[config.mk]
export PLATFORM = sky130hd
export DESIGN_NAME = dmc_cmd_mode
export DESIGN_NICKNAME = d
export VERILOG_FILES = /design/src/logic/dmc_pkg.sv /design/src/logic/dmc_burst_seq.sv /design/src/logic/dmc_cmd_mode.sv
export SDC_FILE = /design/constraint.sdc
export NUM_CORES = 1
export LEC_CHECK = 0
export ABC_AREA = 1
export BUFFER_PORTS_ARGS = -buffer_cell sky130_fd_sc_hd__buf_4
export CAP_MARGIN = 20
export CORE_AREA = 3 3 121 123
export DETAILED_ROUTE_END_ITERATION = 7
export DIE_AREA = 0 0 124 126
export PLACE_DENSITY = 0.75
export SETUP_SLACK_MARGIN = 0.2
export SYNTH_ARGS = -nofsm -noshare
export SYNTH_HDL_FRONTEND = slang
export SYNTH_SLANG_ARGS = --single-unit
[constraint.sdc]
create_clock -name clk_i -period 3.6 [get_ports clk_i]
set_clock_uncertainty 0.15 [all_clocks]
set_input_delay 0.36 -clock clk_i [delete_from_list [all_inputs] [get_ports clk_i]]
set_output_delay 0.36 -clock clk_i [all_outputs]
set_load 0.01 [all_outputs]
[src/logic/dmc_pkg.sv]
`default_nettype none
package dmc_pkg;

  // ***************************************
  // command codes seen on the pins
  // ***************************************
  typedef enum logic [3:0] {
    DMC_CMD_DESEL,
    DMC_CMD_NOP,
    DMC_CMD_ACT,
    DMC_CMD_RD,
    DMC_CMD_WR,
    DMC_CMD_BST,
    DMC_CMD_PRE,
    DMC_CMD_REF,
    DMC_CMD_MRS
  } dmc_cmd_t;

  // ***************************************
  // register offsets (byte addresses)
  // ***************************************
  localparam logic [7:0]  DMC_OFF_CTRL   = 8'h00;  // control
  localparam logic [7:0]  DMC_OFF_STATUS = 8'h04;  // live state and sticky flags
  localparam logic [7:0]  DMC_OFF_MODE   = 8'h08;  // base mode image
  localparam logic [7:0]  DMC_OFF_EXT    = 8'h0C;  // extended mode image

  // ***************************************
  // field positions
  // ***************************************
  localparam int DMC_CTRL_WIDE   = 0;   // use address bit 11 as column bit 10
  localparam int DMC_ST_SREF     = 4;   // self refresh active
  localparam int DMC_ST_DLL_EN   = 5;   // loop enabled
  localparam int DMC_ST_DLL_RDY  = 6;   // lock wait over
  localparam int DMC_ST_ILLEGAL  = 8;   // sticky, write one to clear
  localparam int DMC_ST_EARLY    = 9;   // sticky read before lock, write one to clear
  localparam int DMC_MR_TYPE     = 3;   // burst type bit
  localparam int DMC_MR_DLLRST   = 8;   // self-clearing loop reset bit
  localparam int DMC_EMR_DLL_DIS = 0;   // high disables the loop
  localparam int DMC_EMR_DRIVE   = 1;   // reduced drive strength
  localparam int DMC_AP_BIT      = 10;  // auto precharge / precharge-all bit

  // ***************************************
  // codes and reset values
  // ***************************************
  localparam logic [2:0]  DMC_BL2        = 3'h1;
  localparam logic [2:0]  DMC_BL4        = 3'h2;
  localparam logic [2:0]  DMC_BL8        = 3'h3;
  localparam logic [2:0]  DMC_LAT_2      = 3'h2;   // two clocks
  localparam logic [2:0]  DMC_LAT_2P5    = 3'h6;   // two and a half clocks
  localparam logic [5:0]  DMC_OPM_NORMAL = 6'h00;
  localparam logic [5:0]  DMC_OPM_DLLRST = 6'h02;
  localparam logic [12:0] DMC_MODE_RST   = 13'h0000;
  localparam logic [12:0] DMC_EXT_RST    = 13'h0000;
  localparam logic [1:0]  DMC_BA_MODE    = 2'h0;
  localparam logic [1:0]  DMC_BA_EXT     = 2'h1;

  // ***************************************
  // timing counts
  // ***************************************
  localparam logic [7:0]  DMC_DLL_LOCK_CYC = 8'hC8;  // 200 clocks with cke high
  localparam logic [1:0]  DMC_RD_CNT_2     = 2'h2;   // whole clocks for latency 2
  localparam logic [1:0]  DMC_RD_CNT_2P5   = 2'h3;   // 2.5 rounded up, half flag set

endpackage : dmc_pkg
`default_nettype wire
[src/logic/dmc_burst_seq.sv]
`timescale 1ns/1ps
`default_nettype none
module dmc_burst_seq (
  // clock and reset
  input  wire logic        clk_i,
  input  wire logic        rst_i,
  input  wire logic        ce_i,
  // burst request
  input  wire logic        start_i,
  input  wire logic        stop_i,
  input  wire logic [10:0] start_col_i,
  input  wire logic [2:0]  len_code_i,
  input  wire logic        interleave_i,
  input  wire logic        write_i,
  // column stream
  output logic      [10:0] col_o,
  output logic             valid_o,
  output logic             write_o,
  output logic             last_o
);

  // ***************************************
  // burst state
  // ***************************************
  logic [7:0] base_q, base_d;  // aligned block bits 10..3
  logic [2:0] beg_q, beg_d;    // start offset in the block
  logic [2:0] cnt_q, cnt_d;    // beats issued
  logic [2:0] msk_q, msk_d;    // burst length minus one
  logic       il_q, il_d;      // interleaved order
  logic       act_q, act_d;    // burst running
  logic       wr_q, wr_d;
  logic [2:0] off;             // offset of the next beat

  // length code to low-bit mask, unknown codes act as length 2
  function automatic logic [2:0] len_mask(input logic [2:0] code);
    unique case (code)
      dmc_pkg::DMC_BL8: len_mask = 3'h7;
      dmc_pkg::DMC_BL4: len_mask = 3'h3;
      default:          len_mask = 3'h1;
    endcase
  endfunction : len_mask

  // next beat and burst bookkeeping
  always_comb begin
    base_d = base_q;
    beg_d  = beg_q;
    cnt_d  = cnt_q;
    msk_d  = msk_q;
    il_d   = il_q;
    act_d  = act_q;
    wr_d   = wr_q;
    off = il_q ? (beg_q ^ cnt_q) : ((beg_q + cnt_q) & msk_q);
    if (start_i) begin
      msk_d  = len_mask(len_code_i);
      base_d = start_col_i[10:3];
      beg_d  = start_col_i[2:0];
      il_d   = interleave_i;
      wr_d   = write_i;
      cnt_d  = 3'h0;
      act_d  = 1'b1;
    end else if (stop_i || (act_q && cnt_q == msk_q)) begin
      act_d = 1'b0;
    end else if (act_q) begin
      cnt_d = cnt_q + 3'h1;
    end
  end

  // register state and the registered stream
  always_ff @(posedge clk_i) begin
    if (rst_i) begin
      base_q  <= 8'h00;
      beg_q   <= 3'h0;
      cnt_q   <= 3'h0;
      msk_q   <= 3'h1;
      il_q    <= 1'b0;
      act_q   <= 1'b0;
      wr_q    <= 1'b0;
      col_o   <= 11'h000;
      valid_o <= 1'b0;
      write_o <= 1'b0;
      last_o  <= 1'b0;
    end else if (ce_i) begin
      base_q  <= base_d;
      beg_q   <= beg_d;
      cnt_q   <= cnt_d;
      msk_q   <= msk_d;
      il_q    <= il_d;
      act_q   <= act_d;
      wr_q    <= wr_d;
      valid_o <= act_q && !stop_i && !start_i;
      write_o <= wr_q;
      last_o  <= act_q && cnt_q == msk_q;
      col_o   <= {base_q, 3'h0} | {8'h00, off} | {8'h00, beg_q & ~msk_q};
    end
  end

  // ***************************************
  // checks
  // ***************************************
  AST_BLOCK_KEEP: assert property (@(posedge clk_i) disable iff (rst_i)
    ce_i && valid_o && !last_o && !start_i && !stop_i |=> col_o[10:3] == $past(col_o[10:3]))
    else $error("burst left its block");
  AST_SEQ_STEP: assert property (@(posedge clk_i) disable iff (rst_i)
    ce_i && valid_o && !last_o && !il_q && !start_i && !stop_i
    |=> ((col_o[2:0] - $past(col_o[2:0])) & msk_q) == 3'h1)
    else $error("sequential beat out of order");

endmodule : dmc_burst_seq
`default_nettype wire

[src/logic/dmc_cmd_mode.sv]
// Overview of operation
// - burst type bit picks order
// - latency two or two and half
// - first read data at n plus m
// - sequential adds, interleaved xors offset
// - burst wraps inside its aligned block
// - low column bits pick first beat
// - zero upper bits select normal mode
// - bit eight alone resets loop
// - bank bits choose base or extended
// - extended holds loop enable, drive
// - self refresh exit re-enables loop
// - decode chip select and strobes
// - refresh: auto, or self with cke low
// - column from low bits, bit ten precharge
// - precharge one bank or all banks
// - mask low writes, high inhibits
// - base register field layout
// - base kept, loop reset bit clears
// - inputs registered one clock first
//
// The placing of the registers and the Wishbone register port are this design's own decisions.
`timescale 1ns/1ps
`default_nettype none
module dmc_cmd_mode (
  // clock, reset, freeze
  input  wire logic        clk_i,
  input  wire logic        rst_i,
  input  wire logic        ce_i,
  // wishbone slave
  input  wire logic [7:0]  wb_adr_i,
  input  wire logic [31:0] wb_dat_i,
  input  wire logic [3:0]  wb_sel_i,
  input  wire logic        wb_we_i,
  input  wire logic        wb_cyc_i,
  input  wire logic        wb_stb_i,
  output logic      [31:0] wb_dat_o,
  output logic             wb_ack_o,
  // command and address pins
  input  wire logic        cke_i,
  input  wire logic        cs_n_i,
  input  wire logic        ras_n_i,
  input  wire logic        cas_n_i,
  input  wire logic        we_n_i,
  input  wire logic [1:0]  ba_i,
  input  wire logic [12:0] addr_i,
  input  wire logic        dm_i,
  // column stream
  output logic      [10:0] col_addr_o,
  output logic             col_valid_o,
  output logic             col_write_o,
  output logic             col_last_o,
  output logic             wr_keep_o,
  // read timing
  output logic             rd_first_o,
  output logic             rd_half_o,
  // mode and bank state
  output logic             dll_reset_o,
  output logic             dll_enabled_o,
  output logic             drive_reduced_o,
  output logic             self_refresh_o,
  output logic             refresh_o,
  output logic      [3:0]  banks_open_o
);

  // ***************************************
  // input register stage
  // ***************************************
  logic        cke_q, cs_n_q, ras_n_q, cas_n_q, we_n_q;  // staged controls
  logic [1:0]  ba_q;                                      // staged bank
  logic [12:0] addr_q;                                    // staged address
  logic        dm_q;                                      // staged mask

  always_ff @(posedge clk_i) begin
    if (rst_i) begin
      cke_q   <= 1'b0;
      cs_n_q  <= 1'b1;
      ras_n_q <= 1'b1;
      cas_n_q <= 1'b1;
      we_n_q  <= 1'b1;
      ba_q    <= 2'h0;
      addr_q  <= 13'h0000;
      dm_q    <= 1'b1;
    end else if (ce_i) begin
      cke_q   <= cke_i;
      cs_n_q  <= cs_n_i;
      ras_n_q <= ras_n_i;
      cas_n_q <= cas_n_i;
      we_n_q  <= we_n_i;
      ba_q    <= ba_i;
      addr_q  <= addr_i;
      dm_q    <= dm_i;
    end
  end

  // strobe decode, all eight low-select codes are defined
  function automatic dmc_pkg::dmc_cmd_t decode(input logic cs_n, input logic [2:0] rcw);
    if (cs_n) begin
      decode = dmc_pkg::DMC_CMD_DESEL;
    end else begin
      unique case (rcw)
        3'h7: decode = dmc_pkg::DMC_CMD_NOP;
        3'h3: decode = dmc_pkg::DMC_CMD_ACT;
        3'h5: decode = dmc_pkg::DMC_CMD_RD;
        3'h4: decode = dmc_pkg::DMC_CMD_WR;
        3'h6: decode = dmc_pkg::DMC_CMD_BST;
        3'h2: decode = dmc_pkg::DMC_CMD_PRE;
        3'h1: decode = dmc_pkg::DMC_CMD_REF;
        3'h0: decode = dmc_pkg::DMC_CMD_MRS;
      endcase
    end
  endfunction : decode

  // ***************************************
  // core state
  // ***************************************
  dmc_pkg::dmc_cmd_t cmd;               // decoded staged command
  logic [12:0] mode_q, mode_d;          // base mode register
  logic [12:0] ext_q, ext_d;            // extended mode register
  logic [3:0]  open_q, open_d;          // open banks
  logic        sref_q, sref_d;          // self refresh
  logic        dllrst_q, dllrst_d;      // loop reset pulse
  logic [7:0]  lock_q, lock_d;          // lock wait countdown
  logic        ill_q, ill_d;            // sticky illegal
  logic        early_q, early_d;        // sticky early read
  logic        aref_q, aref_d;          // auto refresh pulse
  logic [1:0]  rcnt_q, rcnt_d;          // read latency countdown
  logic        half_q, half_d;          // half clock flag
  logic        rfire_q, rfire_d;        // first read data
  logic [10:0] pcol_q, pcol_d;          // pending read column
  logic [1:0]  pba_q, pba_d;            // pending read bank
  logic        pap_q, pap_d;            // pending read auto precharge
  logic [1:0]  cba_q, cba_d;            // running burst bank
  logic        cap_q, cap_d;            // running burst auto precharge
  logic        crd_q, crd_d;            // running burst is a read
  logic        keep_q, keep_d;          // write enable for this beat
  logic        wide_q;                  // control: wide column
  logic        clr_ill, clr_early;      // bus clear strobes
  logic        bs_start, bs_stop, bs_wr;
  logic [10:0] bs_col;
  logic [10:0] cmd_col;

  // column from the staged address, bit 11 joins on the wide part
  assign cmd_col = {wide_q & addr_q[11], addr_q[9:0]};

  // command effects on modes, banks and bursts
  always_comb begin
    cmd      = decode(cs_n_q, {ras_n_q, cas_n_q, we_n_q});
    mode_d   = mode_q;
    ext_d    = ext_q;
    open_d   = open_q;
    sref_d   = sref_q;
    dllrst_d = 1'b0;
    lock_d   = (lock_q != 8'h00 && cke_q) ? lock_q - 8'h01 : lock_q;
    ill_d    = ill_q & ~clr_ill;
    early_d  = early_q & ~clr_early;
    aref_d   = 1'b0;
    rcnt_d   = (rcnt_q != 2'h0) ? rcnt_q - 2'h1 : rcnt_q;
    half_d   = half_q;
    rfire_d  = 1'b0;
    pcol_d   = pcol_q;
    pba_d    = pba_q;
    pap_d    = pap_q;
    cba_d    = cba_q;
    cap_d    = cap_q;
    crd_d    = crd_q;
    keep_d   = ~dm_q;
    bs_start = 1'b0;
    bs_stop  = 1'b0;
    bs_wr    = 1'b0;
    bs_col   = cmd_col;
    mode_d[dmc_pkg::DMC_MR_DLLRST] = 1'b0;
    // auto precharge closes the bank at the last beat
    if (col_last_o && cap_q) begin
      open_d[cba_q] = 1'b0;
    end
    // pending read reaches its data edge
    if (rcnt_q == 2'h1) begin
      rfire_d  = 1'b1;
      bs_start = 1'b1;
      bs_col   = pcol_q;
      cba_d    = pba_q;
      cap_d    = pap_q;
      crd_d    = 1'b1;
    end
    if (sref_q) begin
      if (cke_q) begin
        sref_d = 1'b0;
        ext_d[dmc_pkg::DMC_EMR_DLL_DIS] = 1'b0;
        lock_d = dmc_pkg::DMC_DLL_LOCK_CYC;
      end
    end else if (!cke_q) begin
      if (cmd == dmc_pkg::DMC_CMD_REF) begin
        sref_d = 1'b1;
      end
    end else begin
      unique case (cmd)
        dmc_pkg::DMC_CMD_ACT: open_d[ba_q] = 1'b1;
        dmc_pkg::DMC_CMD_RD: begin
          if (lock_q != 8'h00 || ext_q[dmc_pkg::DMC_EMR_DLL_DIS]) begin
            early_d = 1'b1;
          end
          rcnt_d = (mode_q[6:4] == dmc_pkg::DMC_LAT_2P5) ? dmc_pkg::DMC_RD_CNT_2P5 : dmc_pkg::DMC_RD_CNT_2;
          half_d = mode_q[6:4] == dmc_pkg::DMC_LAT_2P5;
          pcol_d = cmd_col;
          pba_d  = ba_q;
          pap_d  = addr_q[dmc_pkg::DMC_AP_BIT];
        end
        dmc_pkg::DMC_CMD_WR: begin
          bs_start = 1'b1;
          bs_wr    = 1'b1;
          cba_d    = ba_q;
          cap_d    = addr_q[dmc_pkg::DMC_AP_BIT];
          crd_d    = 1'b0;
        end
        dmc_pkg::DMC_CMD_BST: begin
          if (col_valid_o && crd_q && !cap_q) begin
            bs_stop = 1'b1;
          end
        end
        dmc_pkg::DMC_CMD_PRE: begin
          if (addr_q[dmc_pkg::DMC_AP_BIT]) begin
            open_d = 4'h0;
          end else begin
            open_d[ba_q] = 1'b0;
          end
        end
        dmc_pkg::DMC_CMD_REF: aref_d = 1'b1;
        dmc_pkg::DMC_CMD_MRS: begin
          if (ba_q == dmc_pkg::DMC_BA_MODE) begin
            if (mode_lat_bad(addr_q[6:4]) || addr_q[2:0] == 3'h0 || addr_q[2:0] > dmc_pkg::DMC_BL8) begin
              ill_d = 1'b1;
            end
            if (addr_q[12:7] == dmc_pkg::DMC_OPM_NORMAL) begin
              mode_d = {6'h00, addr_q[6:0]};
            end else if (addr_q[12:7] == dmc_pkg::DMC_OPM_DLLRST) begin
              mode_d   = {6'h00, addr_q[6:0]};
              dllrst_d = 1'b1;
              lock_d   = dmc_pkg::DMC_DLL_LOCK_CYC;
            end else begin
              ill_d = 1'b1;
            end
          end else if (ba_q == dmc_pkg::DMC_BA_EXT) begin
            ext_d = addr_q;
            if (ext_q[dmc_pkg::DMC_EMR_DLL_DIS] && !addr_q[dmc_pkg::DMC_EMR_DLL_DIS]) begin
              lock_d = dmc_pkg::DMC_DLL_LOCK_CYC;
            end
          end else begin
            ill_d = 1'b1;
          end
        end
        default: ;
      endcase
    end
  end

  // latency codes other than 2 and 2.5 are reserved
  function automatic logic mode_lat_bad(input logic [2:0] lat);
    mode_lat_bad = lat != dmc_pkg::DMC_LAT_2 && lat != dmc_pkg::DMC_LAT_2P5;
  endfunction : mode_lat_bad

  // register core state; ce low freezes everything
  always_ff @(posedge clk_i) begin
    if (rst_i) begin
      mode_q  <= dmc_pkg::DMC_MODE_RST;
      ext_q   <= dmc_pkg::DMC_EXT_RST;
      open_q  <= 4'h0;
      sref_q  <= 1'b0;
      dllrst_q <= 1'b0;
      lock_q  <= dmc_pkg::DMC_DLL_LOCK_CYC;
      ill_q   <= 1'b0;
      early_q <= 1'b0;
      aref_q  <= 1'b0;
      rcnt_q  <= 2'h0;
      half_q  <= 1'b0;
      rfire_q <= 1'b0;
      pcol_q  <= 11'h000;
      pba_q   <= 2'h0;
      pap_q   <= 1'b0;
      cba_q   <= 2'h0;
      cap_q   <= 1'b0;
      crd_q   <= 1'b0;
      keep_q  <= 1'b0;
    end else if (ce_i) begin
      mode_q  <= mode_d;
      ext_q   <= ext_d;
      open_q  <= open_d;
      sref_q  <= sref_d;
      dllrst_q <= dllrst_d;
      lock_q  <= lock_d;
      ill_q   <= ill_d;
      early_q <= early_d;
      aref_q  <= aref_d;
      rcnt_q  <= rcnt_d;
      half_q  <= half_d;
      rfire_q <= rfire_d;
      pcol_q  <= pcol_d;
      pba_q   <= pba_d;
      pap_q   <= pap_d;
      cba_q   <= cba_d;
      cap_q   <= cap_d;
      crd_q   <= crd_d;
      keep_q  <= keep_d;
    end
  end

  dmc_burst_seq u_seq (
    .clk_i        (clk_i),
    .rst_i        (rst_i),
    .ce_i         (ce_i),
    .start_i      (bs_start),
    .stop_i       (bs_stop),
    .start_col_i  (bs_col),
    .len_code_i   (mode_q[2:0]),
    .interleave_i (mode_q[dmc_pkg::DMC_MR_TYPE]),
    .write_i      (bs_wr),
    .col_o        (col_addr_o),
    .valid_o      (col_valid_o),
    .write_o      (col_write_o),
    .last_o       (col_last_o)
  );

  assign wr_keep_o       = keep_q;
  assign rd_first_o      = rfire_q;
  assign rd_half_o       = half_q;
  assign dll_reset_o     = dllrst_q;
  assign dll_enabled_o   = ~ext_q[dmc_pkg::DMC_EMR_DLL_DIS];
  assign drive_reduced_o = ext_q[dmc_pkg::DMC_EMR_DRIVE];
  assign self_refresh_o  = sref_q;
  assign refresh_o       = aref_q;
  assign banks_open_o    = open_q;

  // ***************************************
  // wishbone register slave
  // ***************************************
  logic        ack_d, wide_d;
  logic [31:0] rdat_d;
  logic        req;

  // one-cycle answer, ack drops the cycle after
  always_comb begin
    req       = wb_cyc_i && wb_stb_i && !wb_ack_o;
    ack_d     = req;
    wide_d    = wide_q;
    clr_ill   = 1'b0;
    clr_early = 1'b0;
    rdat_d    = 32'h0000_0000;
    unique case (wb_adr_i)
      dmc_pkg::DMC_OFF_CTRL:   rdat_d[dmc_pkg::DMC_CTRL_WIDE] = wide_q;
      dmc_pkg::DMC_OFF_STATUS: begin
        rdat_d[3:0]                     = open_q;
        rdat_d[dmc_pkg::DMC_ST_SREF]    = sref_q;
        rdat_d[dmc_pkg::DMC_ST_DLL_EN]  = ~ext_q[dmc_pkg::DMC_EMR_DLL_DIS];
        rdat_d[dmc_pkg::DMC_ST_DLL_RDY] = lock_q == 8'h00;
        rdat_d[dmc_pkg::DMC_ST_ILLEGAL] = ill_q;
        rdat_d[dmc_pkg::DMC_ST_EARLY]   = early_q;
      end
      dmc_pkg::DMC_OFF_MODE:   rdat_d[12:0] = mode_q;
      dmc_pkg::DMC_OFF_EXT:    rdat_d[12:0] = ext_q;
      default:                 rdat_d = 32'h0000_0000;
    endcase
    if (req && wb_we_i && wb_sel_i[0] && wb_adr_i == dmc_pkg::DMC_OFF_CTRL) begin
      wide_d = wb_dat_i[dmc_pkg::DMC_CTRL_WIDE];
    end
    // sticky clears lose to a same-cycle set
    if (req && wb_we_i && wb_sel_i[1] && wb_adr_i == dmc_pkg::DMC_OFF_STATUS) begin
      clr_ill   = wb_dat_i[dmc_pkg::DMC_ST_ILLEGAL];
      clr_early = wb_dat_i[dmc_pkg::DMC_ST_EARLY];
    end
  end

  // register bus state
  always_ff @(posedge clk_i) begin
    if (rst_i) begin
      wb_ack_o <= 1'b0;
      wb_dat_o <= 32'h0000_0000;
      wide_q   <= 1'b0;
    end else if (ce_i) begin
      wb_ack_o <= ack_d;
      wb_dat_o <= rdat_d;
      wide_q   <= wide_d;
    end
  end

  // ***************************************
  // checks
  // ***************************************
  AST_DLL_RESET: assert property (@(posedge clk_i) disable iff (rst_i)
    ce_i && cke_q && !sref_q && cmd == dmc_pkg::DMC_CMD_MRS && ba_q == 2'h0 && addr_q[12:7] == 6'h02
    |=> dll_reset_o && mode_q[6:0] == $past(addr_q[6:0]))
    else $error("loop reset load not applied");
  AST_A8_CLEAR: assert property (@(posedge clk_i) disable iff (rst_i)
    ce_i && dll_reset_o && cmd != dmc_pkg::DMC_CMD_MRS |=> !dll_reset_o && !mode_q[8])
    else $error("loop reset bit stuck");
  AST_PRE_ALL: assert property (@(posedge clk_i) disable iff (rst_i)
    ce_i && cke_q && !sref_q && cmd == dmc_pkg::DMC_CMD_PRE && addr_q[10] |=> banks_open_o == 4'h0)
    else $error("precharge all left a bank open");
  AST_ACT_OPEN: assert property (@(posedge clk_i) disable iff (rst_i)
    ce_i && cke_q && !sref_q && cmd == dmc_pkg::DMC_CMD_ACT |=> banks_open_o[$past(ba_q)])
    else $error("activate did not open bank");
  AST_RD_LAT2: assert property (@(posedge clk_i) disable iff (rst_i)
    ce_i && cke_q && !sref_q && cmd == dmc_pkg::DMC_CMD_RD && mode_q[6:4] == 3'h2 ##1 ce_i [*2]
    |=> rd_first_o && !rd_half_o)
    else $error("latency two read misplaced");
  AST_SREF_ENTRY: assert property (@(posedge clk_i) disable iff (rst_i)
    ce_i && !cke_q && !sref_q && cmd == dmc_pkg::DMC_CMD_REF |=> self_refresh_o)
    else $error("self refresh not entered");

endmodule : dmc_cmd_mode
`default_nettype wire

* Word-level counts from Yosys, hierarchy flattened
Memory sizes are Yosys's and may differ from the RTL's. A register that Yosys moved wholly into a read port is not among the register bits.
Index checks and enable logic that the tools add are counted.
** Storage, ports and cells
- ROM bits :: 32
- Memories kept :: 1
- Register bits after elaboration :: 136
- Output and inout port bits :: 59
- Word-level logic and storage cells :: 242
** Operators by class
- Mux-type cells :: 101
- Reduce and logical (&&, ||, !) cells :: 47
- Bitwise logic cells :: 20
- Order comparisons :: 5
- Add/subtract/negate cells :: 4
- Eq/ne operators :: 21
** Memory list
- (name not given) :: depth 8, width 4, read ports 1, clocked after Yosys merged registers in 1, wr ports 0, line dmc_cmd_mode.sv:101 : unique case (rcw)
** Operator list (number)
- $mux 8 :: 10
- $mux 1 :: 56
- $mux 9 :: 4
- $mux 13 :: 2
- $or 11x3->11 :: 2
- $mux 4 :: 5
- $logic_and 1x1->1 :: 18
- $mux 3 :: 6
- $pmux 6 s3 :: 1
- $eq 4x3->1 const B :: 4
- $eq 8x4->1 const B :: 2
- $logic_not 8->1 :: 2
- $mux 2 :: 8
- $pmux 3 s2 :: 2
- $reduce_and 6->1 :: 2
- $reduce_bool 2->1 :: 6
- $mux 11 :: 1
- $and 4x4->4 :: 2
- $eq 4x2->1 const B :: 2
- $eq 8x3->1 const B :: 1
- $not 4->4 :: 2
- $pmux 4 s2 :: 1
- $reduce_bool 8->1 :: 1
- $sub 8x1->8 const B :: 1
- other kinds (35) :: 57

* Longest topological paths before layout
Gate-level depths: netlist of the first run.
- Word-level depth :: 15
- Gate-level depth with buffers :: 11

* Hierarchy
A second synthesis of the first run with hierarchy kept.
** Unflattened totals
- Cell total of the unflattened synthesis :: 877
- Area, all modules :: 6159.7 um^2
** By module, submodules not included
- dmc_cmd_mode :: times used 1, area an instance 4822.1 um^2, cells an instance 702, seq. area each 2001.9 um^2
- dmc_burst_seq :: times used 1, area an instance 1337.5 um^2, cells an instance 175, seq. area each 660.6 um^2

* Worst setup path before layout of the first run
OpenSTA, ideal clock, no wires.
- Path type :: register -> register
- Start point :: reg lock_q[0]
- End point :: reg lock_q[2]
- Cell stages (with the launch flop) :: 12
- Path buffers :: 1
- Period minus slack after synthesis :: 1618 ps
- Slack :: 1982 ps
- Data required time :: 3322 ps
- Data arrival time :: 1340 ps
- Library setup time :: 128 ps
- Cell sequence :: dfxtp_1 -> inv_1 -> ha_1 -> nand2_1 -> nor2_1 -> nor2_1 -> buf_2 -> nand3_1 -> nand2_1 -> nor2_1 -> nor2_1 -> nor2_1
** Between the ends
- Longest elaborated chain between the ends :: 9
- Elaborated cells between the ends (all ways) :: 13
- Those cells by class :: 1 x add/sub; 10 x mux; 2 x reduce/logical
** RTL lines
- from (decl) :: line dmc_cmd_mode.sv:123 : logic [7:0] lock_q, lock_d;
- from (signal assigned) :: line dmc_cmd_mode.sv:270 : lock_q <= dmc_pkg::DMC_DLL_LOCK_CYC;
- from (signal assigned) :: line dmc_cmd_mode.sv:290 : lock_q <= lock_d;
- parallel branches: the longest is 2 deep, another holds $sub 8x1->8
- $mux 8 (*) :: line dmc_cmd_mode.sv:154 : lock_d = (lock_q != 8'h00 && cke_q) ? lock_q - 8'h01 : lock_q;
- $mux 8 (on tied branches) :: line dmc_cmd_mode.sv:245, dmc_cmd_mode.sv:236
- $mux 8 (on tied branches) :: line dmc_cmd_mode.sv:243, dmc_cmd_mode.sv:234
- $mux 8 :: line dmc_cmd_mode.sv:230 : if (ba_q == dmc_pkg::DMC_BA_MODE) begin
- $mux 8 :: line dmc_cmd_mode.sv:197 : unique case (cmd)
- $mux 8 :: line dmc_cmd_mode.sv:192 : end else if (!cke_q) begin
- $mux 8 (*) :: line dmc_cmd_mode.sv:186 : if (sref_q) begin
Mark *: on every way between the ends.
A chain may end at the register's enable or synchronous reset.

* Final worst setup path of the first run
- Start point :: reg lock_q[0]
- End point :: reg lock_q[6]
Same word-level chain as after synthesis.

==> report_table.html, run 1 <==
<table>
<tr><th>Metric</th><th>Value</th></tr>
<tr><th colspan="2">Synthesis</th></tr>
<tr><td>Sequential area share after synthesis</td><td>0.4396</td></tr>
<tr><td>Most used flip-flop cell after synthesis</td><td>dfxtp_1</td></tr>
<tr><td>Count of mapped cells out of synthesis</td><td>848</td></tr>
<tr><td>Summed instance area of the synthesized netlist</td><td>6057 um2</td></tr>
<tr><td>Count of flip-flops with a built-in enable after synthesis</td><td>0</td></tr>
<tr><td>#FFs+latches synth</td><td>133</td></tr>
<tr><td>Yosys Warn Count</td><td>0</td></tr>
<tr><td>Unique masters post-synth</td><td>39</td></tr>
<tr><td>Post-Synthesis Mean Instance Area</td><td>7.143 um2</td></tr>
<tr><td>Proportion of register bits with asynchronous set or reset after synthesis</td><td>0</td></tr>
<tr><th colspan="2">Timing</th></tr>
<tr><td>Maximum operating frequency</td><td>467.6 MHz</td></tr>
<tr><td>Period utilization</td><td>0.5941</td></tr>
<tr><td>Total Neg Setup Slack</td><td>0 ns</td></tr>
<tr><td>Final Setup Violations</td><td>0</td></tr>
<tr><td>Post-route worst hold slack</td><td>0.009652 ns</td></tr>
<tr><td>Shortest clock period the worst path allows after layout</td><td>2.139 ns</td></tr>
<tr><td>Fin worst setup slack</td><td>1.461 ns</td></tr>
<tr><td>RSZ-0062 raised after global routing</td><td>false</td></tr>
<tr><td>Number of endpoints with negative hold slack in the final report</td><td>0</td></tr>
<tr><td>Worst-margin pin slew</td><td>0.7894 ns</td></tr>
<tr><td>Number of pins exceeding their max-slew limit in the final report</td><td>0</td></tr>
<tr><td>Headroom to the max-slew limit</td><td>0.4731</td></tr>
<tr><th colspan="2">Clock network</th></tr>
<tr><td>Max clock buf depth</td><td>2</td></tr>
<tr><td>CTS-repair resized insts</td><td>0</td></tr>
<tr><td>Number of buffers added for setup after CTS</td><td>0</td></tr>
<tr><td>H-tree Lvls</td><td>4</td></tr>
<tr><td>CTS root buf</td><td>clkbuf_16</td></tr>
<tr><td>Clock buffers created by TritonCTS</td><td>17</td></tr>
<tr><td>Clock transition at the registers of the reported paths</td><td>0.06 ns</td></tr>
<tr><td>Clock latency on the worst-skew pair</td><td>0.42 ns</td></tr>
<tr><td>TritonCTS clock tree</td><td>built</td></tr>
<tr><td>Quantity of hold-fixing buffers added after cts</td><td>2</td></tr>
<tr><td>Number of sinks driven by the clock tree</td><td>133</td></tr>
<tr><th colspan="2">Setup path</th></tr>
<tr><td>Worst setup path category</td><td>reg -&gt; reg</td></tr>
<tr><td>Buffering stage count on the worst path with inverters included</td><td>2</td></tr>
<tr><td>Slowest CP cell</td><td>nor2_1</td></tr>
<tr><td>Critical Path Max Stage Delay</td><td>0.55 ns</td></tr>
<tr><td>Arrival time at the worst endpoint</td><td>2.28 ns</td></tr>
<tr><td>Type of destination of the critical path</td><td>flip-flop</td></tr>
<tr><td>Critical path fanouts, max</td><td>12</td></tr>
<tr><td>Critical path required time</td><td>3.74 ns</td></tr>
<tr><td>Family with the most delay on the worst path</td><td>simple AND/OR/NAND/NOR gates</td></tr>
<tr><td>Critical path, cell by cell</td><td>inv_1 &gt; ha_1 &gt; nand2_1 &gt; nor2_1 &gt; nor2_1 &gt; inv_1 &gt; nand2_1 &gt; nand2_1 &gt; o21ai_0 &gt; nand2_1</td></tr>
<tr><td>Most frequent cell on the critical path</td><td>nand2_1</td></tr>
<tr><td>Startpoint class of the critical path</td><td>flip-flop</td></tr>
<tr><th colspan="2">GRT</th></tr>
<tr><td>Leftover overflow at the end of global routing</td><td>0</td></tr>
<tr><td>Maximum number of pins on one net before global-route repair</td><td>56</td></tr>
<tr><td>Global-route wire length before repair</td><td>24,720 um</td></tr>
<tr><td>Total routing usage reported by global routing</td><td>0.1996</td></tr>
<tr><td>Initial antenna violation count</td><td>0</td></tr>
<tr><td>Number of global-route vias before repair</td><td>5,153</td></tr>
<tr><th colspan="2">Final layout</th></tr>
<tr><td>Fin cells</td><td>1,106</td></tr>
<tr><td>Post-synthesis to final-layout area growth</td><td>19.21%</td></tr>
<tr><td>Most common cell after layout, fill and taps aside</td><td>nand2_1</td></tr>
<tr><td>Number of antenna cells inserted</td><td>0</td></tr>
<tr><td>Net total in the final layout</td><td>990</td></tr>
<tr><td>Layout cells sized above 1</td><td>0.1577</td></tr>
<tr><td>Final Cell Area</td><td>7221 um2</td></tr>
<tr><td>Most frequent cells in the layout</td><td>nand2_1 (151), dfxtp_1 (133), nor2_1 (122), o21ai_0 (101), buf_4 (83)</td></tr>
<tr><th colspan="2">Die</th></tr>
<tr><td>Number of ports placed on the die boundary</td><td>130</td></tr>
<tr><td>Number of rows in the core area</td><td>43</td></tr>
<tr><td>Die height</td><td>126 um</td></tr>
<tr><td>Initial cell density of the core</td><td>0.4398</td></tr>
<tr><td>Horizontal die dimension</td><td>124 um</td></tr>
<tr><td>Area of the die</td><td>15,620 um2</td></tr>
<tr><td>Area of the placeable core</td><td>13,770 um2</td></tr>
<tr><th colspan="2">Drt</th></tr>
<tr><td>DR DRC count</td><td>0</td></tr>
<tr><td>Via Count</td><td>5,597</td></tr>
<tr><td>Via-to-Cell Ratio</td><td>5.061</td></tr>
<tr><td>Final Routed Wirelength</td><td>15,250 um</td></tr>
<tr><td>Post-route antenna net violation count</td><td>0</td></tr>
<tr><td>Average wire length per cell after detail routing</td><td>13.79 um</td></tr>
<tr><td>1st-pass router iterations</td><td>5</td></tr>
<tr><td>Iteration-0 DRC count of the detailed router</td><td>462</td></tr>
<tr><th colspan="2">Placement</th></tr>
<tr><td>Worst slack, placed</td><td>1.282 ns</td></tr>
<tr><td>Final HPWL DP</td><td>10,770 um</td></tr>
<tr><td>Number of placed instances, taps included</td><td>1,072</td></tr>
<tr><td>Gpl congestion</td><td>0.9166</td></tr>
<tr><td>Placement-stage cell area</td><td>6645 um2</td></tr>
<tr><td>Number of buffer cells added on primary ports</td><td>79</td></tr>
<tr><th colspan="2">Pwr</th></tr>
<tr><td>Power density over the cells</td><td>480.3 nW/um2</td></tr>
<tr><td>Leak pwr</td><td>3.046 nW</td></tr>
<tr><td>Worst IR Drop VDD</td><td>287.2 uV</td></tr>
<tr><th colspan="2">Job</th></tr>
<tr><td>Max-Cap Viols</td><td>0</td></tr>
<tr><th colspan="2">Outcome</th></tr>
<tr><td>Status</td><td>completed</td></tr>
<tr><th colspan="2">Min path</th></tr>
<tr><td>Min-Delay Path Class</td><td>in -&gt; reg</td></tr>
</table>
[worst register-to-register path: stages, from the launching register on]
cell and delay, ns:
dfxtp_1 0.36, inv_1 0.11, ha_1 0.23, nand2_1 0.07
nor2_1 0.06, nor2_1 0.55, inv_1 0.16, nand2_1 0.10
nand2_1 0.05, o21ai_0 0.13, nand2_1 0.06
[path summary, 6_finish.rpt]
path / start / to / slack [ns] / depth (start not counted)
worst max-delay path: lock_q[0] / lock_q[6] / 1.46 / 10
worst min-delay path: addr_i[5] / addr_q[5] / 0.01 / 3
worst max register to register: lock_q[0] / lock_q[6] / 1.46 / 10
worst min register to register: dm_q / wr_keep_o / 0.29 / 1
[per-stage QoR]
| stage | utilization | total power [mW] |
|---|---|---|
| 2_1_floorplan | - | 1.779 |
| 3_3_place_gp | 0.4825 | 1.865 |
| 3_5_place_dp | 0.4825 | 1.870 |
| 4_1_cts | 0.5243 | 3.487 |
| 5_1_grt | 0.5243 | 3.599 |
| 6_report | 0.5243 | 3.468 |
[sequential cells by signal, summed over array words and instances, names as in the netlist, 2 cells and up, named ones only]
name / flops
mode_q: 7
pba_q: 2
u_seq.beg_q: 3
u_seq.msk_q: 2
cba_q: 2
wb_dat_o: 13
banks_open_o: 4
u_seq.col_o: 11
ext_q: 13
lock_q: 8
addr_q: 13
u_seq.cnt_q: 3
pcol_q: 11
u_seq.base_q: 8
ba_q: 2
rcnt_q: 2
[kinds of logic after synthesis]
| group | share of synthesized area |
|---|---|
| fa+ha+maj | 0.01363 |
| xor+xnor | 0.008676 |
| compound gates | 0.1772 |
| buf+inv | 0.1058 |
| flops | 0.4396 |
| other cells | 0.0006191 |
| simple gates | 0.2545 |
[synthesized netlist by cell type (4+ instances only)]
library cell  number  area (um2)
buf_4             21       157.7
nand4_1            7       43.79
ha_1               5       62.56
o211ai_1           5       37.54
a211oi_1          10       75.07
inv_1             74       277.8
buf_2             10       50.05
a21oi_2            4       35.03
nor3_1            13       65.06
inv_2              8       30.03
o21ai_1            4       20.02
xor2_1             4       35.03
o21ai_0          101       505.5
nand2_2            6       37.54
a21oi_1           71       355.3
nand2_1          151       566.8
dfxtp_1          133        2663
nor2_1           122       457.9
nor2_2             4       25.02
nand3_1           48       240.2
clkbuf_1          22       82.58
[layer usage]
metal | track usage | up-vias | routed length, um
li1 | - | 2852 | -
met1 | 0.2713 | 2525 | 6956
met2 | 0.3105 | 199 | 6875
met3 | 0.05074 | 21 | 1171
met4 | 0.06379 | 0 | 249
met5 | 0 | - | 0
[cell type report]
class	count	area, um2
Multi-Input combinational cell	593	2821
Sequential cell	133	2663
Inverter	83	312.8
Fill cell	1357	6553
Clock inverter	9	77.57
Clock buffer	23	478.0
Timing Repair Buffer	85	643.1
Tap cell	180	225.2
[where the power goes]
group	switching [mW]	leakage (nW)	internal, mW	total [mW]
combinational	0.181	1.69	0.105	0.286
sequential	0.0389	1.08	1.52	1.56
clock	0.629	0.269	0.996	1.63
total	0.849	3.05	2.62	3.47
No activity file was read; power rests on OpenSTA's default activity.
==> run 2: changes to the inputs <==
--- a/config.mk
+++ b/config.mk
@@ -11,7 +11,7 @@
 export CORE_AREA = 3 3 121 123
 export DETAILED_ROUTE_END_ITERATION = 7
 export DIE_AREA = 0 0 124 126
-export PLACE_DENSITY = 0.75
+export PLACE_DENSITY = 0.77
 export SETUP_SLACK_MARGIN = 0.2
 export SYNTH_ARGS = -nofsm -noshare
 export SYNTH_HDL_FRONTEND = slang
==> constraint.sdc (replaced) <==
create_clock -name clk_i -period 1.9 [get_ports clk_i]
set_clock_uncertainty 0.15 [all_clocks]
set_input_delay 0.19 -clock clk_i [delete_from_list [all_inputs] [get_ports clk_i]]
set_output_delay 0.19 -clock clk_i [all_outputs]
set_load 0.01 [all_outputs]
==> run 2 against run 1 <==
- die area did not move
- via count rose by 3.6%
- first-iteration DRC count rose by 3.5%
- largest cell class unchanged
==> report_table.html, run 2 (same netlist as run 1, synthesis figures left out) <==
<table>
<tr><th>Metric</th><th>Value</th></tr>
<tr><th colspan="2">Clock network</th></tr>
<tr><td>CTS root buf</td><td>clkbuf_16</td></tr>
<tr><td>Clock transition at the registers of the reported paths</td><td>0.06 ns</td></tr>
<tr><td>Number of sinks driven by the clock tree</td><td>133</td></tr>
<tr><td>Clock buffers created by TritonCTS</td><td>17</td></tr>
<tr><td>Clock latency on the worst-skew pair</td><td>0.42 ns</td></tr>
<tr><td>TritonCTS clock tree</td><td>built</td></tr>
<tr><td>Max clock buf depth</td><td>2</td></tr>
<tr><td>H-tree Lvls</td><td>4</td></tr>
<tr><th colspan="2">Setup path</th></tr>
<tr><td>Family with the most delay on the worst path</td><td>simple AND/OR/NAND/NOR gates</td></tr>
<tr><td>End of the worst register-to-register path</td><td>u_seq.beg_q[2]</td></tr>
<tr><td>Critical path depth in cells</td><td>10</td></tr>
<tr><td>Launch point of the critical path</td><td>cs_n_q</td></tr>
<tr><td>Worst setup path category</td><td>reg -&gt; reg</td></tr>
<tr><td>Startpoint class of the critical path</td><td>flip-flop</td></tr>
<tr><td>Buffering stage count on the worst path with inverters included</td><td>2</td></tr>
<tr><td>Critical path required time</td><td>2.11 ns</td></tr>
<tr><td>Type of destination of the critical path</td><td>flip-flop</td></tr>
<tr><td>Slowest CP cell</td><td>dfxtp_4</td></tr>
<tr><td>Arrival time at the worst endpoint</td><td>1.85 ns</td></tr>
<tr><td>Worst R2R Path Depth</td><td>10</td></tr>
<tr><td>Register-to-register path setup slack</td><td>0.26 ns</td></tr>
<tr><td>Critical path, cell by cell</td><td>inv_6 &gt; nand2_2 &gt; nor2_4 &gt; nand2_1 &gt; nor2_2 &gt; nand2_2 &gt; nand2_4 &gt; clkbuf_16 &gt; nor2_1 &gt; nor2_1</td></tr>
<tr><td>Last element of the critical path</td><td>u_seq.beg_q[2]</td></tr>
<tr><td>Critical path fanouts, max</td><td>7</td></tr>
<tr><td>Critical Path Max Stage Delay</td><td>0.36 ns</td></tr>
<tr><td>Reg-to-reg startpoint</td><td>cs_n_q</td></tr>
<tr><th colspan="2">Drt</th></tr>
<tr><td>Via-to-Cell Ratio</td><td>5.018</td></tr>
<tr><td>Post-route antenna net violation count</td><td>0</td></tr>
<tr><td>Via Count</td><td>5,801</td></tr>
<tr><td>DR DRC count</td><td>0</td></tr>
<tr><td>Iteration-0 DRC count of the detailed router</td><td>478</td></tr>
<tr><td>Final Routed Wirelength</td><td>16,230 um</td></tr>
<tr><td>1st-pass router iterations</td><td>5</td></tr>
<tr><td>Average wire length per cell after detail routing</td><td>14.04 um</td></tr>
<tr><th colspan="2">Timing</th></tr>
<tr><td>Maximum operating frequency</td><td>610.3 MHz</td></tr>
<tr><td>Worst-margin pin slew</td><td>0.5037 ns</td></tr>
<tr><td>Final Setup Violations</td><td>0</td></tr>
<tr><td>Period utilization</td><td>0.8623</td></tr>
<tr><td>Number of pins exceeding their max-slew limit in the final report</td><td>0</td></tr>
<tr><td>Shortest clock period the worst path allows after layout</td><td>1.638 ns</td></tr>
<tr><td>Post-route worst hold slack</td><td>0.008064 ns</td></tr>
<tr><td>Headroom to the max-slew limit</td><td>0.6642</td></tr>
<tr><td>Total Neg Setup Slack</td><td>0 ns</td></tr>
<tr><td>Number of endpoints with negative hold slack in the final report</td><td>0</td></tr>
<tr><td>RSZ-0062 raised after global routing</td><td>true</td></tr>
<tr><th colspan="2">Pwr</th></tr>
<tr><td>Power density over the cells</td><td>873.8 nW/um2</td></tr>
<tr><td>Leak pwr</td><td>3.337 nW</td></tr>
<tr><td>Overall power after layout</td><td>6.893 mW</td></tr>
<tr><td>Worst IR Drop VDD</td><td>877.7 uV</td></tr>
<tr><th colspan="2">GRT</th></tr>
<tr><td>Number of global-route vias before repair</td><td>5,206</td></tr>
<tr><td>Leftover overflow at the end of global routing</td><td>0</td></tr>
<tr><td>Met1 Use GR</td><td>0.2766</td></tr>
<tr><td>Most heavily used metal layer in global routing</td><td>met2</td></tr>
<tr><td>Initial antenna violation count</td><td>0</td></tr>
<tr><td>Total routing usage reported by global routing</td><td>0.2048</td></tr>
<tr><td>Met3 layer usage reported by global route</td><td>0.04401</td></tr>
<tr><td>GR Layer Usage met2</td><td>0.3220</td></tr>
<tr><td>Maximum number of pins on one net before global-route repair</td><td>45</td></tr>
<tr><td>Global-route wire length before repair</td><td>25,100 um</td></tr>
<tr><th colspan="2">Outcome</th></tr>
<tr><td>Status</td><td>completed</td></tr>
<tr><th colspan="2">Final layout</th></tr>
<tr><td>Most common cell after layout, fill and taps aside</td><td>nand2_1</td></tr>
<tr><td>Final Cell Area</td><td>7889 um2</td></tr>
<tr><td>Number of antenna cells inserted</td><td>0</td></tr>
<tr><td>Post-synthesis to final-layout area growth</td><td>30.24%</td></tr>
<tr><td>Net total in the final layout</td><td>1,040</td></tr>
<tr><td>Fin cells</td><td>1,156</td></tr>
<tr><td>Layout cells sized above 1</td><td>0.2049</td></tr>
<tr><td>Most frequent cells in the layout</td><td>nand2_1 (146), dfxtp_1 (126), nor2_1 (115), buf_4 (103), o21ai_0 (94)</td></tr>
<tr><td>Registers with the most flip-flops</td><td>addr_q (13), ext_q (13), wb_dat_o (13)</td></tr>
<tr><th colspan="2">Placement</th></tr>
<tr><td>Number of buffer cells added on primary ports</td><td>79</td></tr>
<tr><td>Final HPWL DP</td><td>11,180 um</td></tr>
<tr><td>Gpl congestion</td><td>0.9302</td></tr>
<tr><td>Number of placed instances, taps included</td><td>1,092</td></tr>
<tr><td>Placement-stage cell area</td><td>6820 um2</td></tr>
<tr><th colspan="2">Min path</th></tr>
<tr><td>Min-Delay Path Class</td><td>in -&gt; reg</td></tr>
<tr><td>Worst Hold Launch</td><td>ce_i</td></tr>
<tr><th colspan="2">Die</th></tr>
<tr><td>Initial cell density of the core</td><td>0.4398</td></tr>
<tr><td>Area of the die</td><td>15,620 um2</td></tr>
<tr><td>Number of ports placed on the die boundary</td><td>130</td></tr>
<tr><td>Die height</td><td>126 um</td></tr>
<tr><td>Horizontal die dimension</td><td>124 um</td></tr>
<tr><td>Area of the placeable core</td><td>13,770 um2</td></tr>
<tr><td>Number of rows in the core area</td><td>43</td></tr>
<tr><th colspan="2">Job</th></tr>
<tr><td>Max-Cap Viols</td><td>0</td></tr>
</table>
## run 2: changes by cell type in the layout (fill, tap and decap cells not counted), moves of 5 or more
cell / delta
o21ai_0: -7
buf_4: +20
dfxtp_1: -7
nand2_1: -5
o21ai_1: +6
nor2_1: -7
inv_6: +5
dlygate4sd3_1: +23
## run 2: routing by layer
layer / vias to the layer above / routed length, um
li1: 2961 / -
met1: 2623 / 7370
met2: 191 / 7478
met3: 26 / 1075
met4: 0 / 308
met5: - / 0
## run 2: repair_timing
| action | in CTS | in global routing |
|---|---|---|
| buffers inserted | 0 | 6 |
| pin swaps | 1 | 9 |
| hold buffers | 25 | 0 |
| gates cloned | 0 | 1 |
| gates resized for setup | 9 | 46 |
| endpoints found under the setup margin | 11 | 53 |
| hold endpoints to repair | 26 | 0 |
## run 2: worst min-delay path by stage
stage / cells after the start / slack, ns / to
final: 4 / 0.008 / self_refresh_o
after floorplan: 2 / 0.17 / dm_q
after detailed placement: 3 / 0.26 / dm_q
after global placement: 3 / 0.25 / dm_q
after CTS: 4 / 0.0004 / self_refresh_o
after global routing: 4 / 0.01 / self_refresh_o
## run 2: worst reg2reg max path, stage by stage (launching register included)
cell and delay (ns):
dfxtp_4 0.36, inv_6 0.07, nand2_2 0.06, nor2_4 0.15
nand2_1 0.08, nor2_2 0.15, nand2_2 0.13, nand2_4 0.15
clkbuf_16 0.15, nor2_1 0.04, nor2_1 0.09
## run 2: metrics by stage
step	utilization	setup WS (ns)
2_1_floorplan	-	0.2821
3_3_place_gp	0.4952	0.1826
3_5_place_dp	0.4952	0.1692
4_1_cts	0.5582	0.1986
5_1_grt	0.5728	0.1501
6_report	0.5728	0.2616
## run 2: cell type report
cell class / instances / area [um2]
Tap cell: 180 / 225.2
Multi-Input combinational cell: 593 / 2913
Fill cell: 1262 / 5884
Timing Repair Buffer: 135 / 1146
Clock buffer: 19 / 452.9
Clock inverter: 13 / 146.4
Sequential cell: 133 / 2679
Inverter: 83 / 326.6
## run 2: where the power goes
part | total [mW] | internal, mW | switching, mW
Clock | 3.30 | 2.01 | 1.29
Combinational | 0.642 | 0.267 | 0.374
Sequential | 2.95 | 2.87 | 0.0771
Total | 6.89 | 5.16 | 1.74
==> run 3: changes to the inputs <==
--- a/config.mk
+++ b/config.mk
@@ -6,12 +6,12 @@
 export NUM_CORES = 1
 export LEC_CHECK = 0
 export ABC_AREA = 1
-export BUFFER_PORTS_ARGS = -buffer_cell sky130_fd_sc_hd__buf_4
 export CAP_MARGIN = 20
 export CORE_AREA = 3 3 121 123
 export DETAILED_ROUTE_END_ITERATION = 7
 export DIE_AREA = 0 0 124 126
-export PLACE_DENSITY = 0.77
+export DONT_BUFFER_PORTS = 1
+export PLACE_DENSITY = 0.69
 export SETUP_SLACK_MARGIN = 0.2
 export SYNTH_ARGS = -nofsm -noshare
 export SYNTH_HDL_FRONTEND = slang
==> run 3 against run 2 <==
- via count is 3.6% lower
- count of clock-buffer cells in the layout increased by 2
- cell count is 5.9% lower
- critical path depth fell by 3
- hold slack got worse by 0.0078 ns
- highest routed layer unchanged
==> report_table.html, run 3 (same netlist as run 1, synthesis figures left out) <==
<table>
<tr><th>Metric</th><th>Value</th></tr>
<tr><th colspan="2">Die</th></tr>
<tr><td>Area of the placeable core</td><td>13,770 um2</td></tr>
<tr><td>Horizontal die dimension</td><td>124 um</td></tr>
<tr><td>Die height</td><td>126 um</td></tr>
<tr><td>Area of the die</td><td>15,620 um2</td></tr>
<tr><td>Number of rows in the core area</td><td>43</td></tr>
<tr><td>Initial cell density of the core</td><td>0.4398</td></tr>
<tr><td>Number of ports placed on the die boundary</td><td>130</td></tr>
<tr><th colspan="2">Timing</th></tr>
<tr><td>Maximum operating frequency</td><td>602.9 MHz</td></tr>
<tr><td>Period utilization</td><td>0.8729</td></tr>
<tr><td>Number of pins exceeding their max-slew limit in the final report</td><td>0</td></tr>
<tr><td>RSZ-0062 raised after global routing</td><td>true</td></tr>
<tr><td>Total Neg Setup Slack</td><td>0 ns</td></tr>
<tr><td>Final Setup Violations</td><td>0</td></tr>
<tr><td>Shortest clock period the worst path allows after layout</td><td>1.659 ns</td></tr>
<tr><td>Post-route worst hold slack</td><td>0.0002526 ns</td></tr>
<tr><td>Number of endpoints with negative hold slack in the final report</td><td>0</td></tr>
<tr><th colspan="2">GRT</th></tr>
<tr><td>Leftover overflow at the end of global routing</td><td>0</td></tr>
<tr><td>Number of global-route vias before repair</td><td>5,093</td></tr>
<tr><td>Maximum number of pins on one net before global-route repair</td><td>76</td></tr>
<tr><td>Initial antenna violation count</td><td>0</td></tr>
<tr><td>Global-route wire length before repair</td><td>25,560 um</td></tr>
<tr><td>Total routing usage reported by global routing</td><td>0.2088</td></tr>
<tr><th colspan="2">Pwr</th></tr>
<tr><td>Power density over the cells</td><td>912.4 nW/um2</td></tr>
<tr><td>Combinational cell fraction of total power</td><td>0.085</td></tr>
<tr><td>Overall power after layout</td><td>6.754 mW</td></tr>
<tr><td>Internal portion of total power</td><td>5.063 mW</td></tr>
<tr><td>Switching Power</td><td>1.691 mW</td></tr>
<tr><td>Seq pwr share</td><td>0.439</td></tr>
<tr><td>Worst IR Drop VDD</td><td>529.6 uV</td></tr>
<tr><td>Clock power share</td><td>0.476</td></tr>
<tr><td>Net switching fraction of the power</td><td>0.2504</td></tr>
<tr><td>Leak pwr</td><td>2.990 nW</td></tr>
<tr><th colspan="2">Final layout</th></tr>
<tr><td>Layout cells sized above 1</td><td>0.1388</td></tr>
<tr><td>Registers with the most flip-flops</td><td>addr_q (13), ext_q (13), wb_dat_o (13)</td></tr>
<tr><td>Share of the core filled with cells</td><td>0.5374</td></tr>
<tr><td>Most common cell after layout, fill and taps aside</td><td>nand2_1</td></tr>
<tr><td>Number of filler instances in the final layout</td><td>1,324</td></tr>
<tr><td>Number of antenna cells inserted</td><td>0</td></tr>
<tr><td>Post-synthesis to final-layout area growth</td><td>22.21%</td></tr>
<tr><td>Most frequent cells in the layout</td><td>nand2_1 (147), dfxtp_1 (128), nor2_1 (115), o21ai_0 (87), a21oi_1 (71)</td></tr>
<tr><td>Net total in the final layout</td><td>972</td></tr>
<tr><th colspan="2">Clock network</th></tr>
<tr><td>Clock latency on the worst-skew pair</td><td>0.42 ns</td></tr>
<tr><td>TritonCTS clock tree</td><td>built</td></tr>
<tr><td>Max clock buf depth</td><td>2</td></tr>
<tr><td>Clock buffers created by TritonCTS</td><td>17</td></tr>
<tr><td>Number of sinks driven by the clock tree</td><td>133</td></tr>
<tr><td>Clock transition at the registers of the reported paths</td><td>0.06 ns</td></tr>
<tr><td>CTS root buf</td><td>clkbuf_16</td></tr>
<tr><td>H-tree Lvls</td><td>4</td></tr>
<tr><th colspan="2">Outcome</th></tr>
<tr><td>Status</td><td>completed</td></tr>
<tr><th colspan="2">Setup path</th></tr>
<tr><td>Critical path required time</td><td>2.10 ns</td></tr>
<tr><td>Critical path fanouts, max</td><td>11</td></tr>
<tr><td>Startpoint class of the critical path</td><td>flip-flop</td></tr>
<tr><td>Worst setup path category</td><td>reg -&gt; reg</td></tr>
<tr><td>Arrival time at the worst endpoint</td><td>1.86 ns</td></tr>
<tr><td>Type of destination of the critical path</td><td>flip-flop</td></tr>
<tr><td>Register-to-register path setup slack</td><td>0.24 ns</td></tr>
<tr><th colspan="2">Job</th></tr>
<tr><td>Max-Cap Viols</td><td>0</td></tr>
<tr><th colspan="2">Drt</th></tr>
<tr><td>DR DRC count</td><td>0</td></tr>
<tr><td>Via Count</td><td>5,592</td></tr>
<tr><td>1st-pass router iterations</td><td>5</td></tr>
<tr><td>Final Routed Wirelength</td><td>16,530 um</td></tr>
<tr><td>Via-to-Cell Ratio</td><td>5.140</td></tr>
<tr><td>Iteration-0 DRC count of the detailed router</td><td>337</td></tr>
<tr><td>Post-route antenna net violation count</td><td>0</td></tr>
<tr><td>Average wire length per cell after detail routing</td><td>15.19 um</td></tr>
<tr><th colspan="2">Placement</th></tr>
<tr><td>Number of buffer cells added on primary ports</td><td>0</td></tr>
<tr><td>Gpl congestion</td><td>0.9004</td></tr>
<tr><td>Final HPWL DP</td><td>10,770 um</td></tr>
<tr><th colspan="2">Min path</th></tr>
<tr><td>Min-Delay Path Class</td><td>in -&gt; reg</td></tr>
</table>
-- run 3: cell count changes in the layout (fill, tap and decap cells not counted), sizes merged --
cell         before  now
dlygate4sd3      25   30
clkinvlp          2    3
clkinv            6    5
buf             109   36
clkbuf           20   22
inv              86   84
-- run 3: routing by layer --
layer  routed length, um  track usage  up-vias  share of wire
met4                 397      0.08312        0          0.024
met2                7423       0.3080      209           0.45
met5                   0            0        -              0
met1                7365       0.2887     2535           0.45
li1                    -            -     2821              -
met3                1341      0.05793       27          0.081
-- run 3: timing repair --
item | CTS | global route
endpoints found under the setup margin | 8 | 61
resized for setup | 4 | 54
pin swaps | 0 | 14
endpoints found under the hold margin | 100 | 0
cloned | 0 | 2
buffers inserted | 0 | 14
hold buffers | 32 | 0
-- run 3: cell type report --
class                   count  area, um2  share of cell area
well taps                 180      225.2             0.03043
clock buffers              21      450.4             0.06085
repair buffers             67      680.7             0.09195
flip-flops and latches    133       2671              0.3609
multi-input cells         593       2928              0.3955
clock inverters            11      127.6             0.01724
inverters                  83      319.1             0.04310
-- run 3: worst paths after layout --
| kind | startpoint | to | cells after the start |
|---|---|---|---|
| worst max register to register | ba_q[1] | dll_reset_o | 7 |
| worst min register to register | dm_q | wr_keep_o | 1 |
| worst max-delay path | ba_q[1] | dll_reset_o | 7 |
| worst min-delay path | wb_cyc_i | wide_q | 5 |
-- run 3: power groups by stage --
stage	clock (mW)	combinational (mW)	sequential, mW
2_1_floorplan	0	0.373	3.00
5_1_grt	3.38	0.652	2.98
3_3_place_gp	0	0.407	3.02
6_report	3.21	0.577	2.96
4_1_cts	3.25	0.515	2.96
3_5_place_dp	0	0.413	3.02
-- run 3: worst max-delay path, cell delays in order (launching register included) --
cell     delay (ns)
dfxtp_1        0.40
nor2_2         0.20
inv_1          0.07
nor3_2         0.21
nand2_2        0.15
inv_6          0.14
nand2_1        0.14
a21oi_2        0.13
-- run 3: stage by stage --
| step | instances | cell area, um2 | setup slack [ns] |
|---|---|---|---|
| global route | 1088 | 7402 | 0.1572 |
| floorplan | 866 | 6125 | 0.2821 |
| detailed placement | 1008 | 6202 | 0.1586 |
| global placement | 1008 | 6202 | 0.1977 |
| finish | 1088 | 7402 | 0.2415 |
| CTS | 1072 | 7132 | 0.1778 |
